**config.mk**
```make
export PLATFORM = sky130hd
export DESIGN_NAME = supervision_timer
export DESIGN_NICKNAME = d
export VERILOG_FILES = /design/src/rtl/supervision_timer_pkg.sv /design/src/rtl/rc_tick_divider.sv /design/src/rtl/mode_access_window.sv /design/src/rtl/supervision_timer.sv
export SDC_FILE = /design/constraint.sdc
export NUM_CORES = 1
export LEC_CHECK = 0
export BUFFER_PORTS_ARGS = -buffer_cell sky130_fd_sc_hd__buf_2
export CAP_MARGIN = 20
export CELL_PAD_IN_SITES_DETAIL_PLACEMENT = 1
export CELL_PAD_IN_SITES_GLOBAL_PLACEMENT = 1
export CORE_ASPECT_RATIO = 1.75
export CORE_MARGIN = 4
export CORE_UTILIZATION = 46
export CTS_CLUSTER_SIZE = 24
export DETAILED_ROUTE_END_ITERATION = 12
export PLACE_DENSITY_LB_ADDON = 0.12
export SLEW_MARGIN = 10
export SYNTH_ARGS = -nofsm -noshare
export SYNTH_HDL_FRONTEND = slang
export SYNTH_SLANG_ARGS = --single-unit
```
**constraint.sdc**
```tcl
create_clock -name clock_in -period 6.35 [get_ports clock_in]
set_clock_uncertainty 0.15 [all_clocks]
set_input_delay 0.9525 -clock clock_in [delete_from_list [all_inputs] [get_ports clock_in]]
set_output_delay 0.9525 -clock clock_in [all_outputs]
set_load 0.005 [all_outputs]
```
**src/rtl/supervision_timer_pkg.sv**
```systemverilog
// package: constants for the supervision timer block
// assumes a single 100 MHz system clock; rc tick enable made by a divider
// Summary of operation
// - retriggerable one-shot counter resets the core at terminal count
// - first service instruction starts timer, later ones restart timeout
// - service instruction updates zero, sign and overflow flags
// - timer counts on its own rc oscillator tick, not the system clock
// - mode bits 1:0 select counter tap, hence minimum timeout
// - mode bit 2 keeps timer running in halt, bit 3 in stop
// - mode bits 7:4 reserved, no function
// - mode writes accepted only in first 60 cycles after qualifying reset
// - after window closes every mode write is blocked until next reset or stop recovery
// - mode register is write-only, reads return no contents
// - mode register decoded in expanded bank f at location 0fh
package supervision_timer_pkg;
	localparam logic [3:0] MODE_BANK = 4'hf;
	localparam logic [7:0] MODE_ADDR = 8'h0f;
	localparam logic [7:0] STATUS_ADDR = 8'h0e;
	localparam logic [7:0] MODE_RESET = 8'h0d;
	localparam int TAP_LSB = 0;
	localparam int HALT_RUN_BIT = 2;
	localparam int STOP_RUN_BIT = 3;
	localparam int WINDOW_CYCLES = 60;
	localparam int RC_DIV_DEFAULT = 8;
	localparam int CNT_W = 21;
	localparam int TAP_SHIFT_BASE = 14;
	localparam int FLAG_Z = 2;
	localparam int FLAG_S = 1;
	localparam int FLAG_V = 0;
	// terminal count for a tap code: each step quadruples the period
	// one bit wider than the largest shift, so tap 3 does not wrap to zero
	function automatic logic [CNT_W-1:0] tap_limit(input logic [1:0] tap);
		tap_limit = CNT_W'(1) << (TAP_SHIFT_BASE + 32'(tap) * 2);
	endfunction : tap_limit
endpackage : supervision_timer_pkg

```
**src/rtl/rc_tick_divider.sv**
```systemverilog
// rc_tick_divider: stands in for the on-board rc oscillator as an enable
// assumes one system clock; runs freely, independent of core clock gating
`timescale 1ns/1ns
module rc_tick_divider
	import supervision_timer_pkg::*;
#(
	parameter int DIV = RC_DIV_DEFAULT
)(
	input wire logic clock_in,
	input wire logic resetn_in,
	output logic tick_out
);
	logic [15:0] div_reg;
	logic [15:0] div_next;
	logic tick_reg;
	logic tick_next;

	// count down, pulse once per wrap
	always_comb
	begin
		tick_next = (div_reg == 16'h0000);
		div_next = tick_next ? 16'(DIV - 1) : div_reg - 16'h0001;
	end

	always_ff @(posedge clock_in or negedge resetn_in)
	begin
		if (!resetn_in)
		begin
			div_reg <= 16'h0000;
			tick_reg <= 1'b0;
		end
		else
		begin
			div_reg <= div_next;
			tick_reg <= tick_next;
		end
	end

	assign tick_out = tick_reg;
endmodule : rc_tick_divider

```
**src/rtl/mode_access_window.sv**
```systemverilog
// mode_access_window: counts processor cycles after a qualifying reset
// assumes cycle_en pulses once per processor cycle, first_instr_in on first fetch
`timescale 1ns/1ns
module mode_access_window
	import supervision_timer_pkg::*;
#(
	parameter int CYCLES = WINDOW_CYCLES
)(
	input wire logic clock_in,
	input wire logic resetn_in,
	input wire logic rearm_in,
	input wire logic first_instr_in,
	input wire logic cycle_en_in,
	output logic open_out
);
	logic [7:0] count_reg;
	logic [7:0] count_next;
	logic started_reg;
	logic started_next;

	// window open from reset or rearm; counting starts at the first instruction, closes after the cycle budget
	always_comb
	begin
		started_next = started_reg;
		count_next = count_reg;
		if (rearm_in)
		begin
			started_next = 1'b0;
			count_next = 8'h00;
		end
		else
		begin
			if (first_instr_in)
				started_next = 1'b1;
			if ((started_reg || first_instr_in) && cycle_en_in &&
				count_reg < 8'(CYCLES))
				count_next = count_reg + 8'h01;
		end
	end

	always_ff @(posedge clock_in or negedge resetn_in)
	begin
		if (!resetn_in)
		begin
			count_reg <= 8'h00;
			started_reg <= 1'b0;
		end
		else
		begin
			count_reg <= count_next;
			started_reg <= started_next;
		end
	end

	// closed window stays closed until the next rearm
	assign open_out = (count_reg < 8'(CYCLES));
endmodule : mode_access_window

```
**src/rtl/supervision_timer.sv**
```systemverilog
// supervision_timer: retriggerable watchdog with a mode register writable while the access window is open
// assumes the core reports service instructions, halt and stop as levels
// and pulses, and applies core_reset_out as a reset of its own
`timescale 1ns/1ns
module supervision_timer
	import supervision_timer_pkg::*;
#(
	parameter int RC_DIV = RC_DIV_DEFAULT,
	parameter int WIN_CYCLES = WINDOW_CYCLES
)(
	input wire logic clock_in,
	input wire logic resetn_in,
	input wire logic [3:0] bank_in,
	input wire logic [7:0] addr_in,
	input wire logic [7:0] wdata_in,
	input wire logic wr_in,
	input wire logic rd_in,
	output logic [7:0] rdata_out,
	input wire logic service_in,
	input wire logic [7:0] flags_in,
	output logic [7:0] flags_out,
	output logic flags_we_out,
	input wire logic halt_in,
	input wire logic stop_in,
	input wire logic stop_recover_in,
	input wire logic first_instr_in,
	input wire logic cycle_en_in,
	output logic core_reset_out,
	output logic running_out
);
	logic rc_tick;
	logic window_open;
	logic rearm;
	logic [7:0] mode_reg;
	logic [7:0] mode_next;
	logic running_reg;
	logic running_next;
	logic [CNT_W-1:0] count_reg;
	logic [CNT_W-1:0] count_next;
	logic reset_reg;
	logic reset_next;
	logic [7:0] rdata_reg;
	logic [7:0] rdata_next;
	logic [7:0] flags_reg;
	logic [7:0] flags_next;
	logic flags_we_reg;
	logic flags_we_next;
	logic mode_hit;
	logic count_en;

	rc_tick_divider #(
		.DIV(RC_DIV)
	) u_tick (
		.clock_in(clock_in),
		.resetn_in(resetn_in),
		.tick_out(rc_tick)
	);

	// the own timeout reset and stop recovery both reopen the window
	assign rearm = reset_reg | stop_recover_in;

	mode_access_window #(
		.CYCLES(WIN_CYCLES)
	) u_window (
		.clock_in(clock_in),
		.resetn_in(resetn_in),
		.rearm_in(rearm),
		.first_instr_in(first_instr_in),
		.cycle_en_in(cycle_en_in),
		.open_out(window_open)
	);

	// address decode of the mode register in expanded bank f
	assign mode_hit = (bank_in == MODE_BANK) && (addr_in == MODE_ADDR);

	// counting gated by halt and stop according to the mode bits
	assign count_en = rc_tick && running_reg &&
		!(halt_in && !mode_reg[HALT_RUN_BIT]) &&
		!(stop_in && !mode_reg[STOP_RUN_BIT]);

	// mode register: accepted only while the window is open
	always_comb
	begin
		mode_next = mode_reg;
		if (rearm)
			mode_next = MODE_RESET;
		else if (wr_in && mode_hit && window_open)
			mode_next = {4'h0, wdata_in[3:0]};
	end

	// timer core: start, refresh, count and fire
	always_comb
	begin
		running_next = running_reg;
		count_next = count_reg;
		reset_next = 1'b0;
		if (reset_reg)
		begin
			running_next = 1'b0; // core reset disables until next service
			count_next = '0;
		end
		else if (service_in)
		begin
			running_next = 1'b1;
			count_next = '0;
		end
		else if (count_en)
		begin
			if (count_reg + CNT_W'(1) >= tap_limit(mode_reg[TAP_LSB +: 2]))
			begin
				reset_next = 1'b1;
				count_next = '0;
			end
			else
				count_next = count_reg + CNT_W'(1);
		end
	end

	// service instruction writes z, s and v; the rest pass unchanged
	always_comb
	begin
		flags_next = flags_in;
		flags_we_next = service_in;
		if (service_in)
		begin
			flags_next[FLAG_Z] = 1'b0;
			flags_next[FLAG_S] = 1'b0;
			flags_next[FLAG_V] = 1'b0;
		end
	end

	// read port: mode register gives nothing back, status shows state
	always_comb
	begin
		rdata_next = 8'h00;
		if (rd_in && bank_in == MODE_BANK && addr_in == STATUS_ADDR)
			rdata_next = {6'h00, window_open, running_reg};
		else if (rd_in && mode_hit)
			rdata_next = 8'h00;
	end

	always_ff @(posedge clock_in or negedge resetn_in)
	begin
		if (!resetn_in)
		begin
			mode_reg <= MODE_RESET;
			running_reg <= 1'b0;
			count_reg <= '0;
			reset_reg <= 1'b0;
			rdata_reg <= 8'h00;
			flags_reg <= 8'h00;
			flags_we_reg <= 1'b0;
		end
		else
		begin
			mode_reg <= mode_next;
			running_reg <= running_next;
			count_reg <= count_next;
			reset_reg <= reset_next;
			rdata_reg <= rdata_next;
			flags_reg <= flags_next;
			flags_we_reg <= flags_we_next;
		end
	end

	assign rdata_out = rdata_reg;
	assign flags_out = flags_reg;
	assign flags_we_out = flags_we_reg;
	assign core_reset_out = reset_reg;
	assign running_out = running_reg;
endmodule : supervision_timer

```
Word level (Yosys, flattened, before mapping):

Index checks and enable logic that the tools add are counted.

* add/subtract/negate cells: 4
* multipliers: 0
* divide/modulo/power cells: 0
* $lt $le $gt $ge: 2
* equal/unequal tests: 3
* shift operators: 1
* muxes and demuxes: 19
* bitwise operators: 1
* reductions and logical operators: 23

Operators with widths (number)
* 2-to-1 mux 21 bit: 4
* adder 21 x 1 -> 21 bit (second input constant): 1
* greater-or-equal comparator 21 bit: 1
* left shift 1 x 5 -> 21 bit (first input constant): 1
* == test 8 x 4 -> 1 bit (second input constant): 2
* zero test 16 bit: 1
* 2-to-1 mux 16 bit: 1
* 2-to-1 mux 8 bit: 2
* subtractor 16 x 1 -> 16 bit (second input constant): 1
* logical AND 1 bit: 12
* adder 8 x 1 -> 8 bit (second input constant): 1
* less-than comparator 8 x 6 -> 1 bit (second input constant): 1
* 2-to-1 mux 1 bit: 8
* 2-to-1 mux 4 bit: 2
* nonzero test 2 bit: 4
* adder 4 x 3 -> 5 bit (first input constant): 1
* == test 4 bit (second input constant): 1
* zero test 1 bit: 4
* 2-to-1 mux 3 bit: 1
* nonzero test 3 bit: 1
* 2-to-1 mux 2 bit: 1
* logical OR 1 bit: 1
* OR 1 bit: 1

* flip-flop bits (word level): 70
* bits in latches: 0
* bits in writable memories: 0
* ROM bits: 0
* output and inout bits: 19
* logic and storage cells: 64
* memories: 0

Depth between registers and ports, before layout:

Gate-level depths: netlist (run 1).

* word-level depth: 8
* depth in mapped cells: 17
* gate-level depth less buffers: 16

Modules after synthesis:

From an unflattened synthesis (run 1), not the netlist that was laid out.

* cell total of the unflattened synthesis: 411
* area, all modules: 3912.5 µm²

Modules (own cells, without submodules)
* supervision_timer: times used 1, cells an instance 286, area an instance 2568.7 µm²
* rc_tick_divider: times used 1, cells an instance 78, area an instance 853.3 µm²
* mode_access_window: times used 1, cells an instance 47, area an instance 490.5 µm²

Worst setup path before layout (run 1):

No wires, ideal clock.

* kind: register -> register
* start point: register count_reg[0]
* end point: register count_reg[17]
* setup time: 65 ps
* arrival: 3355 ps
* data required time: 6135 ps
* path slack: 2780 ps
* stages on the path, launching flop included: 17
* buffers on the path: 1
* period minus slack after synthesis: 3570 ps
* cell sequence: dfrtp_1 -> ha_1 -> and3_1 -> nand2_1 -> nor3_1 -> and3_1 -> nor2b_1 -> and3_1 -> nand2b_1 -> nand2_1 -> ha_1 -> a21boi_1 -> o41a_1 -> or2_1 -> buf_6 -> a2111oi_1 -> a21o_1

* longest elaborated chain between the ends: 6

RTL lines
* start: declaration: line supervision_timer.sv:38 `logic [CNT_W-1:0] count_reg;`
* start signal: assignment: line supervision_timer.sv:158 `count_reg <= count_next;`
* adder 21 x 1 -> 21 bit *: line supervision_timer.sv:109, supervision_timer.sv:115
* greater-or-equal comparator 21 bit: line supervision_timer.sv:109 `if (count_reg + CNT_W'(1) >= tap_limit(mode_reg[TAP_LSB +: 2]))`
* 2-to-1 mux 21 bit *: line supervision_timer.sv:109
* 2-to-1 mux 21 bit *: line supervision_timer.sv:107 `else if (count_en)`
* 2-to-1 mux 21 bit *: line supervision_timer.sv:102 `else if (service_in)`
* 2-to-1 mux 21 bit *: line supervision_timer.sv:97 `if (reset_reg)`

Mark *: on every way between the ends. The rest lies on a longest branch, timed or not. The select of a mux whose other input is x is not followed.
A chain may end at the register's enable or synchronous reset.

Worst setup path in the final report (run 1):

* start point: register count_reg[0]
* end point: register count_reg[16]

The elaborated chain is that of the path after synthesis.

==> results of run 1 <==
[final cells by class]
type / instances / area (µm²) / share of cell area [%]
repair buffers: 50 / 258 / 6.35
inverters: 7 / 26.3 / 0.647
well taps: 86 / 108 / 2.65
clock inverters: 1 / 5.00 / 0.123
multi-input cells: 272 / 1800 / 44.4
clock buffers: 12 / 256 / 6.32
flip-flops and latches: 64 / 1610 / 39.5
[through the flow]
stage	setup WS, ns	utilization, %
CTS	1.67	55.3
global route	1.46	55.3
finish	1.73	55.3
floorplan	2.78	-
detailed placement	1.73	51.7
global placement	1.77	51.7
[logic make-up (layout without fill, tap and decap cells)]
kind of cell	Yosys count	count (layout)
AO/OA/AOI/OAI	59	59
buffers and inverters	27	70
flip-flops	64	64
multiplexers	5	5
AND/OR/NAND/NOR	151	151
other	2	12
XOR/XNOR	31	31
adder cells (fa/ha/maj)	14	14
[synth_stat cells (3+ instances only)]
library cell | instances | area [µm²]
sky130_fd_sc_hd__a2111oi_1 | 6 | 60.1
sky130_fd_sc_hd__a21o_1 | 7 | 52.6
sky130_fd_sc_hd__a21oi_1 | 5 | 25.0
sky130_fd_sc_hd__a32o_1 | 10 | 100
sky130_fd_sc_hd__and3_1 | 6 | 37.5
sky130_fd_sc_hd__buf_4 | 7 | 52.6
sky130_fd_sc_hd__clkbuf_1 | 10 | 37.5
sky130_fd_sc_hd__dfrtp_1 | 61 | 1530
sky130_fd_sc_hd__dfstp_2 | 3 | 78.8
sky130_fd_sc_hd__ha_1 | 14 | 175
sky130_fd_sc_hd__inv_1 | 7 | 26.3
sky130_fd_sc_hd__mux2i_1 | 5 | 50.1
sky130_fd_sc_hd__nand2_1 | 33 | 124
sky130_fd_sc_hd__nand2b_1 | 10 | 62.6
sky130_fd_sc_hd__nand3_1 | 5 | 25.0
sky130_fd_sc_hd__nand3b_1 | 3 | 22.5
sky130_fd_sc_hd__nand4_1 | 8 | 50.1
sky130_fd_sc_hd__nor2_1 | 35 | 131
sky130_fd_sc_hd__nor2b_1 | 5 | 31.3
sky130_fd_sc_hd__nor3_1 | 11 | 55.1
sky130_fd_sc_hd__nor3b_1 | 3 | 22.5
sky130_fd_sc_hd__nor4_1 | 6 | 37.5
sky130_fd_sc_hd__o21ai_0 | 10 | 50.1
sky130_fd_sc_hd__or2_2 | 5 | 31.3
sky130_fd_sc_hd__or3_1 | 8 | 50.1
sky130_fd_sc_hd__xnor2_1 | 21 | 184
sky130_fd_sc_hd__xor2_1 | 10 | 87.6
[final timing paths]
kind,start,to,slack (ns),depth (start not counted)
worst max-delay path,count_reg[0],count_reg[16],1.73,15
worst min-delay path,u_window.started_reg,u_window.started_reg,0.33,2
worst max register to register,count_reg[0],count_reg[16],1.73,15
worst min register to register,u_window.started_reg,u_window.started_reg,0.33,2
max in group asynchronous,resetn_in,u_window.count_reg[0],4.85,2
min in group asynchronous,resetn_in,u_tick.div_reg[1],0.65,2
[power groups by stage]
stage / sequential, mW / clock, mW / combinational (mW)
after floorplan: 0.422 / 0 / 0.0152
after global placement: 0.421 / 0 / 0.0380
after detailed placement: 0.422 / 0 / 0.0390
after CTS: 0.415 / 0.455 / 0.0393
after global routing: 0.415 / 0.471 / 0.0441
final: 0.415 / 0.439 / 0.0382
[critical path, delay by kind of cell (launching register included)]
family / cells / cell delay, ns
simple gates: 9 / 2.28
xor+xnor: 1 / 0.19
flops: 1 / 0.38
compound gates: 3 / 1.09
fa+ha+maj: 2 / 0.46
[placed cells by master (no fill, tap or decap), types with 10 or more instances in the layout]
master and count:
sky130_fd_sc_hd__a32o_1 10, sky130_fd_sc_hd__buf_2 46, sky130_fd_sc_hd__conb_1 12, sky130_fd_sc_hd__dfrtp_1 61
sky130_fd_sc_hd__ha_1 14, sky130_fd_sc_hd__nand2_1 33, sky130_fd_sc_hd__nand2b_1 10, sky130_fd_sc_hd__nor2_1 35
sky130_fd_sc_hd__nor3_1 11, sky130_fd_sc_hd__o21ai_0 10, sky130_fd_sc_hd__xnor2_1 21, sky130_fd_sc_hd__xor2_1 10
[routing by layer]
layer  vias to the layer above  wire length (µm)  GRT usage (%)
met5                         -                 0              0
met4                         0               289           11.2
met3                        22               161           3.01
met2                        41              4680           37.7
met1                      1373              3070           20.9
li1                       1354                 -              -
==> out/summary.txt, run 1 <==
DETAILED ROUTING
---------------------------------------------------------------------------------------
Sum of routed wire length over all layers                                       8210 µm
Via-per-instance ratio                                                             5.67
Number of antenna-violating nets in the routed design                                 0
Wire length per cell                                                            16.7 µm
Remaining design rule violation count                                                 0
Number of violations reported at the end of detailed-routing iteration 0             97
First-pass DRT Iterations                                                             4
Vias after detailed routing                                                       2,790

POWER AND IR DROP
---------------------------------------------------------------------------------------
Sequential cell fraction of total power                                           46.5%
Share of power burned in combinational logic                                       4.3%
Switching Fraction                                                                20.9%
Power density over the cells                                                 220 nW/µm²
Total power                                                                    0.893 mW
Leakage power                                                                   1.97 nW
Cell-internal power                                                            0.706 mW
Switching Power                                                                0.187 mW
Maximum vdd ir drop                                                          0.000176 V
Clock power frac                                                                  49.2%

STA
---------------------------------------------------------------------------------------
Count of final max-slew check failures                                                0
Setup repair after global routing missed its margin                                  no
Final period demand of the worst path                                           4.62 ns
Relative slew margins                                                             45.1%
Aggregate negative setup slack                                                     0 ns
Maximum frequency from static timing analysis                                 0.217 GHz
Transition time of the tightest slew-check pin                                 0.823 ns
Final setup fails                                                                     0
Period utilization                                                                72.7%
Worst hold margin                                                              0.327 ns
Fin. Hold Viols                                                                       0

CELLS AND AREA
---------------------------------------------------------------------------------------
Final Instance Area                                                            4060 µm²
Area Growth Syn to Fin                                                            15.7%
Number of nets at the end of the flow                                               456
Final Instance Count excl. Fillers                                                  492
Flip-flop count of the largest register after layout                                 21
Fraction of final layout cells sized beyond drive strength 1                      19.2%
Antenna diode count                                                                   0
Number of fill cells in the layout                                                  856

GRT
---------------------------------------------------------------------------------------
Number of global-route vias before repair                                         3,056
Global-route wire length before repair                                        14,000 µm
Total gr overflow                                                                     0
Antenna violations before repair                                                      0
Global router's overall resource usage                                            20.3%
Largest net degree at the start of global routing                                    65

SYNTH
---------------------------------------------------------------------------------------
Yosys Warn Count                                                                      0
Main combinational cell family by area after synthesis                     simple AND/OR/NAND/NOR gates
Multiplexer area fraction after synthesis                                         1.43%
Sequential share of the synthesized area                                          45.8%
Post-synthesis area per instance                                               9.94 µm²
Post-synth cell types                                                                58
Number of enable-type register cells in the synthesized netlist                       0
Cell count after synthesis                                                          353
Compound-Gate Fraction of Synth Area                                              13.1%
Share of flip-flops with an asynchronous set or reset after synthesis              100%
FF+latch count, synth                                                                64
Simple logic cell fraction of the synthesized area                                22.7%
Area share of xor/xnor cells in the synthesized design                            7.74%
Adder and majority gate portion of the synthesized area                           4.99%
Leading register cell type out of synthesis                                sky130_fd_sc_hd__dfrtp_1
Synthesized cell area                                                          3510 µm²

CLOCKING
---------------------------------------------------------------------------------------
Worst skew pair latency                                                         0.33 ns
TritonCTS buffer count                                                                9
Deepest level of the CTS H-tree                                                       3
Number of resized instances in the post-cts repair step                               0
Clock tree from TritonCTS                                                         built
Clk buf depth                                                                         2
Number of buffers inserted by post-CTS setup repair                                   0
Root buffer cell                                                           sky130_fd_sc_hd__clkbuf_16
CTS Hold Buffers Added                                                                0
Clock Sink Count                                                                     64
Clock transition at path regs                                                   0.05 ns

CRITICAL PATH
---------------------------------------------------------------------------------------
Crit path largest cell delay                                                    0.50 ns
CP max FO                                                                            11
Endpoint arrival time on the critical path                                      4.73 ns
Start-to-end type of the worst setup path                                  register to register
Cell type of the slowest stage on the worst timing path                    sky130_fd_sc_hd__a2111oi_0
Crit path launch type                                                          register
Cells traversed along the worst timing path                                ha_1, and3_1, nand2_1, nor3_1, and3_1, nor2b_1, nand4_1, xnor2_1, ha_1, or2_2, a2111oi_0, nor3_1, o21a_1, nor2_2, a32o_1
Worst path required time                                                        6.46 ns
CP Capture Type                                                                register

PLACED DESIGN
---------------------------------------------------------------------------------------
Cell Area, Placed                                                              3790 µm²
Cell count after placement                                                          478
Weighted congestion at the end of routability-driven global placement             0.848
Post-DP HPWL                                                                    5970 µm
Number of buffers inserted by port buffering                                         46

FLOORPLAN
---------------------------------------------------------------------------------------
Horizontal die dimension                                                        74.0 µm
Initial core utilization                                                          47.8%
Area inside the core boundary                                                  7340 µm²
Area of the die                                                                9140 µm²
Ports                                                                                57
Floorplan die height                                                             124 µm
Placement Rows                                                                       41

STATUS
---------------------------------------------------------------------------------------
Result of the run                                                             completed

MIN PATH
---------------------------------------------------------------------------------------
Hold Path Class                                                            register to register

FLOW RUN
---------------------------------------------------------------------------------------
Maximum capacitance violations                                                        0

Note: power is estimated with default switching activity, not from simulation.
==> run 2: changes to the inputs <==
--- a/config.mk
+++ b/config.mk
@@ -11,7 +11,7 @@
 export CELL_PAD_IN_SITES_GLOBAL_PLACEMENT = 1
 export CORE_ASPECT_RATIO = 1.75
 export CORE_MARGIN = 4
-export CORE_UTILIZATION = 46
+export CORE_UTILIZATION = 39
 export CTS_CLUSTER_SIZE = 24
 export DETAILED_ROUTE_END_ITERATION = 12
 export PLACE_DENSITY_LB_ADDON = 0.12
==> constraint.sdc (replaced) <==
create_clock -name clock_in -period 3.8 [get_ports clock_in]
set_clock_uncertainty 0.15 [all_clocks]
set_input_delay 0.57 -clock clock_in [delete_from_list [all_inputs] [get_ports clock_in]]
set_output_delay 0.57 -clock clock_in [all_outputs]
set_load 0.005 [all_outputs]
==> run 2 against run 1 <==
Utilization fell by 1.4 points. Hold slack got worse by 0.26 ns. Routed wire length rose by 19%.
==> out/summary.txt, run 2 (same netlist as run 1, synthesis figures left out) <==
CRITICAL PATH
---------------------------------------------------------------------------------------
Worst path required time                                                        3.92 ns   -2.54 ns
Start-to-end type of the worst setup path                                  register to register
CP Capture Type                                                                register
Cell type of the slowest stage on the worst timing path                    sky130_fd_sc_hd__dfrtp_1
Endpoint arrival time on the critical path                                      3.78 ns   -0.95 ns
Cells traversed along the worst timing path                                ha_2, and3_4, nand2_4, nor3_4, and3_4, nor2b_4, nand4_1, xnor2_2, ha_2, or2_4, a2111oi_4, buf_4, nor3_2, o21a_4, a2111oi_2, a21o_1
Crit path largest cell delay                                                    0.35 ns   -0.15 ns
Crit path launch type                                                          register
CP max FO                                                                             8   -3

STA
---------------------------------------------------------------------------------------
Fin. Hold Viols                                                                       0   unchanged
Period utilization                                                                96.1%   +23 points
Count of final max-slew check failures                                                0   unchanged
Maximum frequency from static timing analysis                                 0.274 GHz   +26%
Final setup fails                                                                     0   unchanged
Aggregate negative setup slack                                                     0 ns   unchanged
Transition time of the tightest slew-check pin                                 0.720 ns   -0.103 ns
Relative slew margins                                                             51.6%   +6.5 points
Final period demand of the worst path                                           3.65 ns   -0.962 ns

GRT
---------------------------------------------------------------------------------------
Number of global-route vias before repair                                         3,298   +7.9%
Largest net degree at the start of global routing                                    25   -62%
Antenna violations before repair                                                      0   unchanged
Global router's overall resource usage                                            19.1%   -1.1 points
Total gr overflow                                                                     0   unchanged
Global-route wire length before repair                                        15,600 µm   +12%

FLOORPLAN
---------------------------------------------------------------------------------------
Floorplan die height                                                             133 µm   +8.0%
Ports                                                                                57   unchanged
Horizontal die dimension                                                        79.7 µm   +7.7%
Initial core utilization                                                          40.2%   -7.6 points
Area inside the core boundary                                                  8730 µm²   +19%
Area of the die                                                              10,600 µm²   +16%
Placement Rows                                                                       45   +9.8%

POWER AND IR DROP
---------------------------------------------------------------------------------------
Switching Fraction                                                                21.1%   +0.19 points
Power density over the cells                                                 347 nW/µm²   +58%
Cell-internal power                                                             1.29 mW   +82%
Clock power frac                                                                  53.3%   +4.1 points
Switching Power                                                                0.345 mW   +85%
Leakage power                                                                   2.28 nW   +16%
Maximum vdd ir drop                                                          0.000360 V   +100%
Total power                                                                     1.63 mW   +83%
Sequential cell fraction of total power                                           42.5%   -4.0 points
Share of power burned in combinational logic                                       4.3%   about the same

DETAILED ROUTING
---------------------------------------------------------------------------------------
Sum of routed wire length over all layers                                       9770 µm   +19%
First-pass DRT Iterations                                                             4   unchanged
Number of violations reported at the end of detailed-routing iteration 0            109   +12%
Via-per-instance ratio                                                             5.24   -7.6%
Wire length per cell                                                            17.2 µm   +3.2%
Vias after detailed routing                                                       2,977   +6.7%
Remaining design rule violation count                                                 0   unchanged
Number of antenna-violating nets in the routed design                                 0   unchanged

PLACED DESIGN
---------------------------------------------------------------------------------------
Weighted congestion at the end of routability-driven global placement             0.813   -4.1%
Post-DP HPWL                                                                    7080 µm   +19%
Number of buffers inserted by port buffering                                         46   unchanged
Cell count after placement                                                          540   +13%

CELLS AND AREA
---------------------------------------------------------------------------------------
Number of nets at the end of the flow                                               498   +9.2%
Flip-flop count of the largest register after layout                                 21   unchanged
Fraction of final layout cells sized beyond drive strength 1                      33.7%   +14 points
Top library cells by usage in the layout, fill and taps aside              sky130_fd_sc_hd__dfrtp_1, sky130_fd_sc_hd__buf_2, sky130_fd_sc_hd__buf_4, sky130_fd_sc_hd__nor2_1, sky130_fd_sc_hd__nand2_1
Area Growth Syn to Fin                                                            34.2%
Final Instance Count excl. Fillers                                                  568   +15%
Antenna diode count                                                                   0   unchanged
Utilization after layout                                                          53.9%   -1.4 points
Leading cell type in the layout, fill and taps excluded                    sky130_fd_sc_hd__dfrtp_1

FLOW RUN
---------------------------------------------------------------------------------------
Maximum capacitance violations                                                        0   unchanged

CLOCKING
---------------------------------------------------------------------------------------
Deepest level of the CTS H-tree                                                       3   unchanged
Root buffer cell                                                           sky130_fd_sc_hd__clkbuf_16
Clock Sink Count                                                                     64   unchanged
TritonCTS buffer count                                                                9   unchanged
Worst skew pair latency                                                         0.33 ns   about the same
Clock transition at path regs                                                   0.06 ns   about the same
Clk buf depth                                                                         2   unchanged
Clock tree from TritonCTS                                                         built

STATUS
---------------------------------------------------------------------------------------
Result of the run                                                             completed

MIN PATH
---------------------------------------------------------------------------------------
Hold Path Class                                                            input pin to async pin

## run 2: cell count changes in the layout (fill, tap and decap cells not counted), moves of 3 or more
cell	previous run	this run
sky130_fd_sc_hd__a2111oi_1	6	0
sky130_fd_sc_hd__a2111oi_2	0	4
sky130_fd_sc_hd__a2111oi_4	0	4
sky130_fd_sc_hd__and3_1	6	3
sky130_fd_sc_hd__and3_4	0	3
sky130_fd_sc_hd__buf_4	3	41
sky130_fd_sc_hd__buf_6	0	5
sky130_fd_sc_hd__ha_1	14	11
## run 2: worst paths after layout
kind	start	endpoint	slack [ns]	cells after the start
max	count_reg[0]	count_reg[5]	0.15	16
min	resetn_in	u_window.count_reg[0]	0.07	1
min reg2reg	u_window.count_reg[6]	u_window.count_reg[6]	0.34	1
max in group asynchronous	resetn_in	mode_reg[0]	2.63	2
max reg2reg	count_reg[0]	count_reg[5]	0.15	16
min in group clock_in	flags_in[5]	flags_out[5]	0.19	1
## run 2: worst max-delay path, delay by kind of cell, from the launching register on
kind / cells / cell delay (ns)
xor+xnor: 1 / 0.20
simple gates: 8 / 1.28
fa+ha+maj: 2 / 0.38
buf+inv: 1 / 0.16
compound gates: 4 / 1.05
flops: 1 / 0.35
## run 2: metal layers
layer	global-route usage [%]	share of wire, %	wire, µm
met1	18.3	35	3450
met2	37.0	61	5920
met3	3.86	2.1	201
met4	9.56	2.1	208
met5	0	0	0
## run 2: cell type report
cell class | instances | area, µm²
repair buffers | 92 | 594
clock inverters | 6 | 83.8
fillers | 988 | 4020
multi-input cells | 272 | 2020
clock buffers | 10 | 229
inverters | 7 | 26.3
flip-flops and latches | 64 | 1610
well taps | 117 | 146
## run 2: power groups by stage
stage          logic (mW)  registers, mW  clock network [mW]
2_1_floorplan      0.0255          0.705                   0
3_3_place_gp       0.0653          0.704                   0
3_5_place_dp       0.0684          0.705                   0
4_1_cts            0.0696          0.693               0.897
5_1_grt            0.0793          0.694               0.918
6_report           0.0695          0.693               0.870
## run 2: per-stage QoR
stage / hold slack (ns) / cell area [µm²] / worst slack, ns
6_report: 0.0671 / 4710 / 0.147
5_1_grt: 0.106 / 4710 / -0.0226
4_1_cts: 0.0799 / 4470 / 0.00726
3_5_place_dp: 0.330 / 4060 / -0.395
3_3_place_gp: 0.314 / 4060 / -0.292
2_1_floorplan: 0.124 / 3540 / 0.230
## run 2: repair_timing
| item | in CTS | in global routing |
|---|---|---|
| endpoints found under the setup margin | 22 | 21 |
| cloned | 0 | 0 |
| buffers inserted | 4 | 8 |
| resized for setup | 16 | 31 |
| hold buffers | 0 | 0 |
| pin swaps | 3 | 13 |
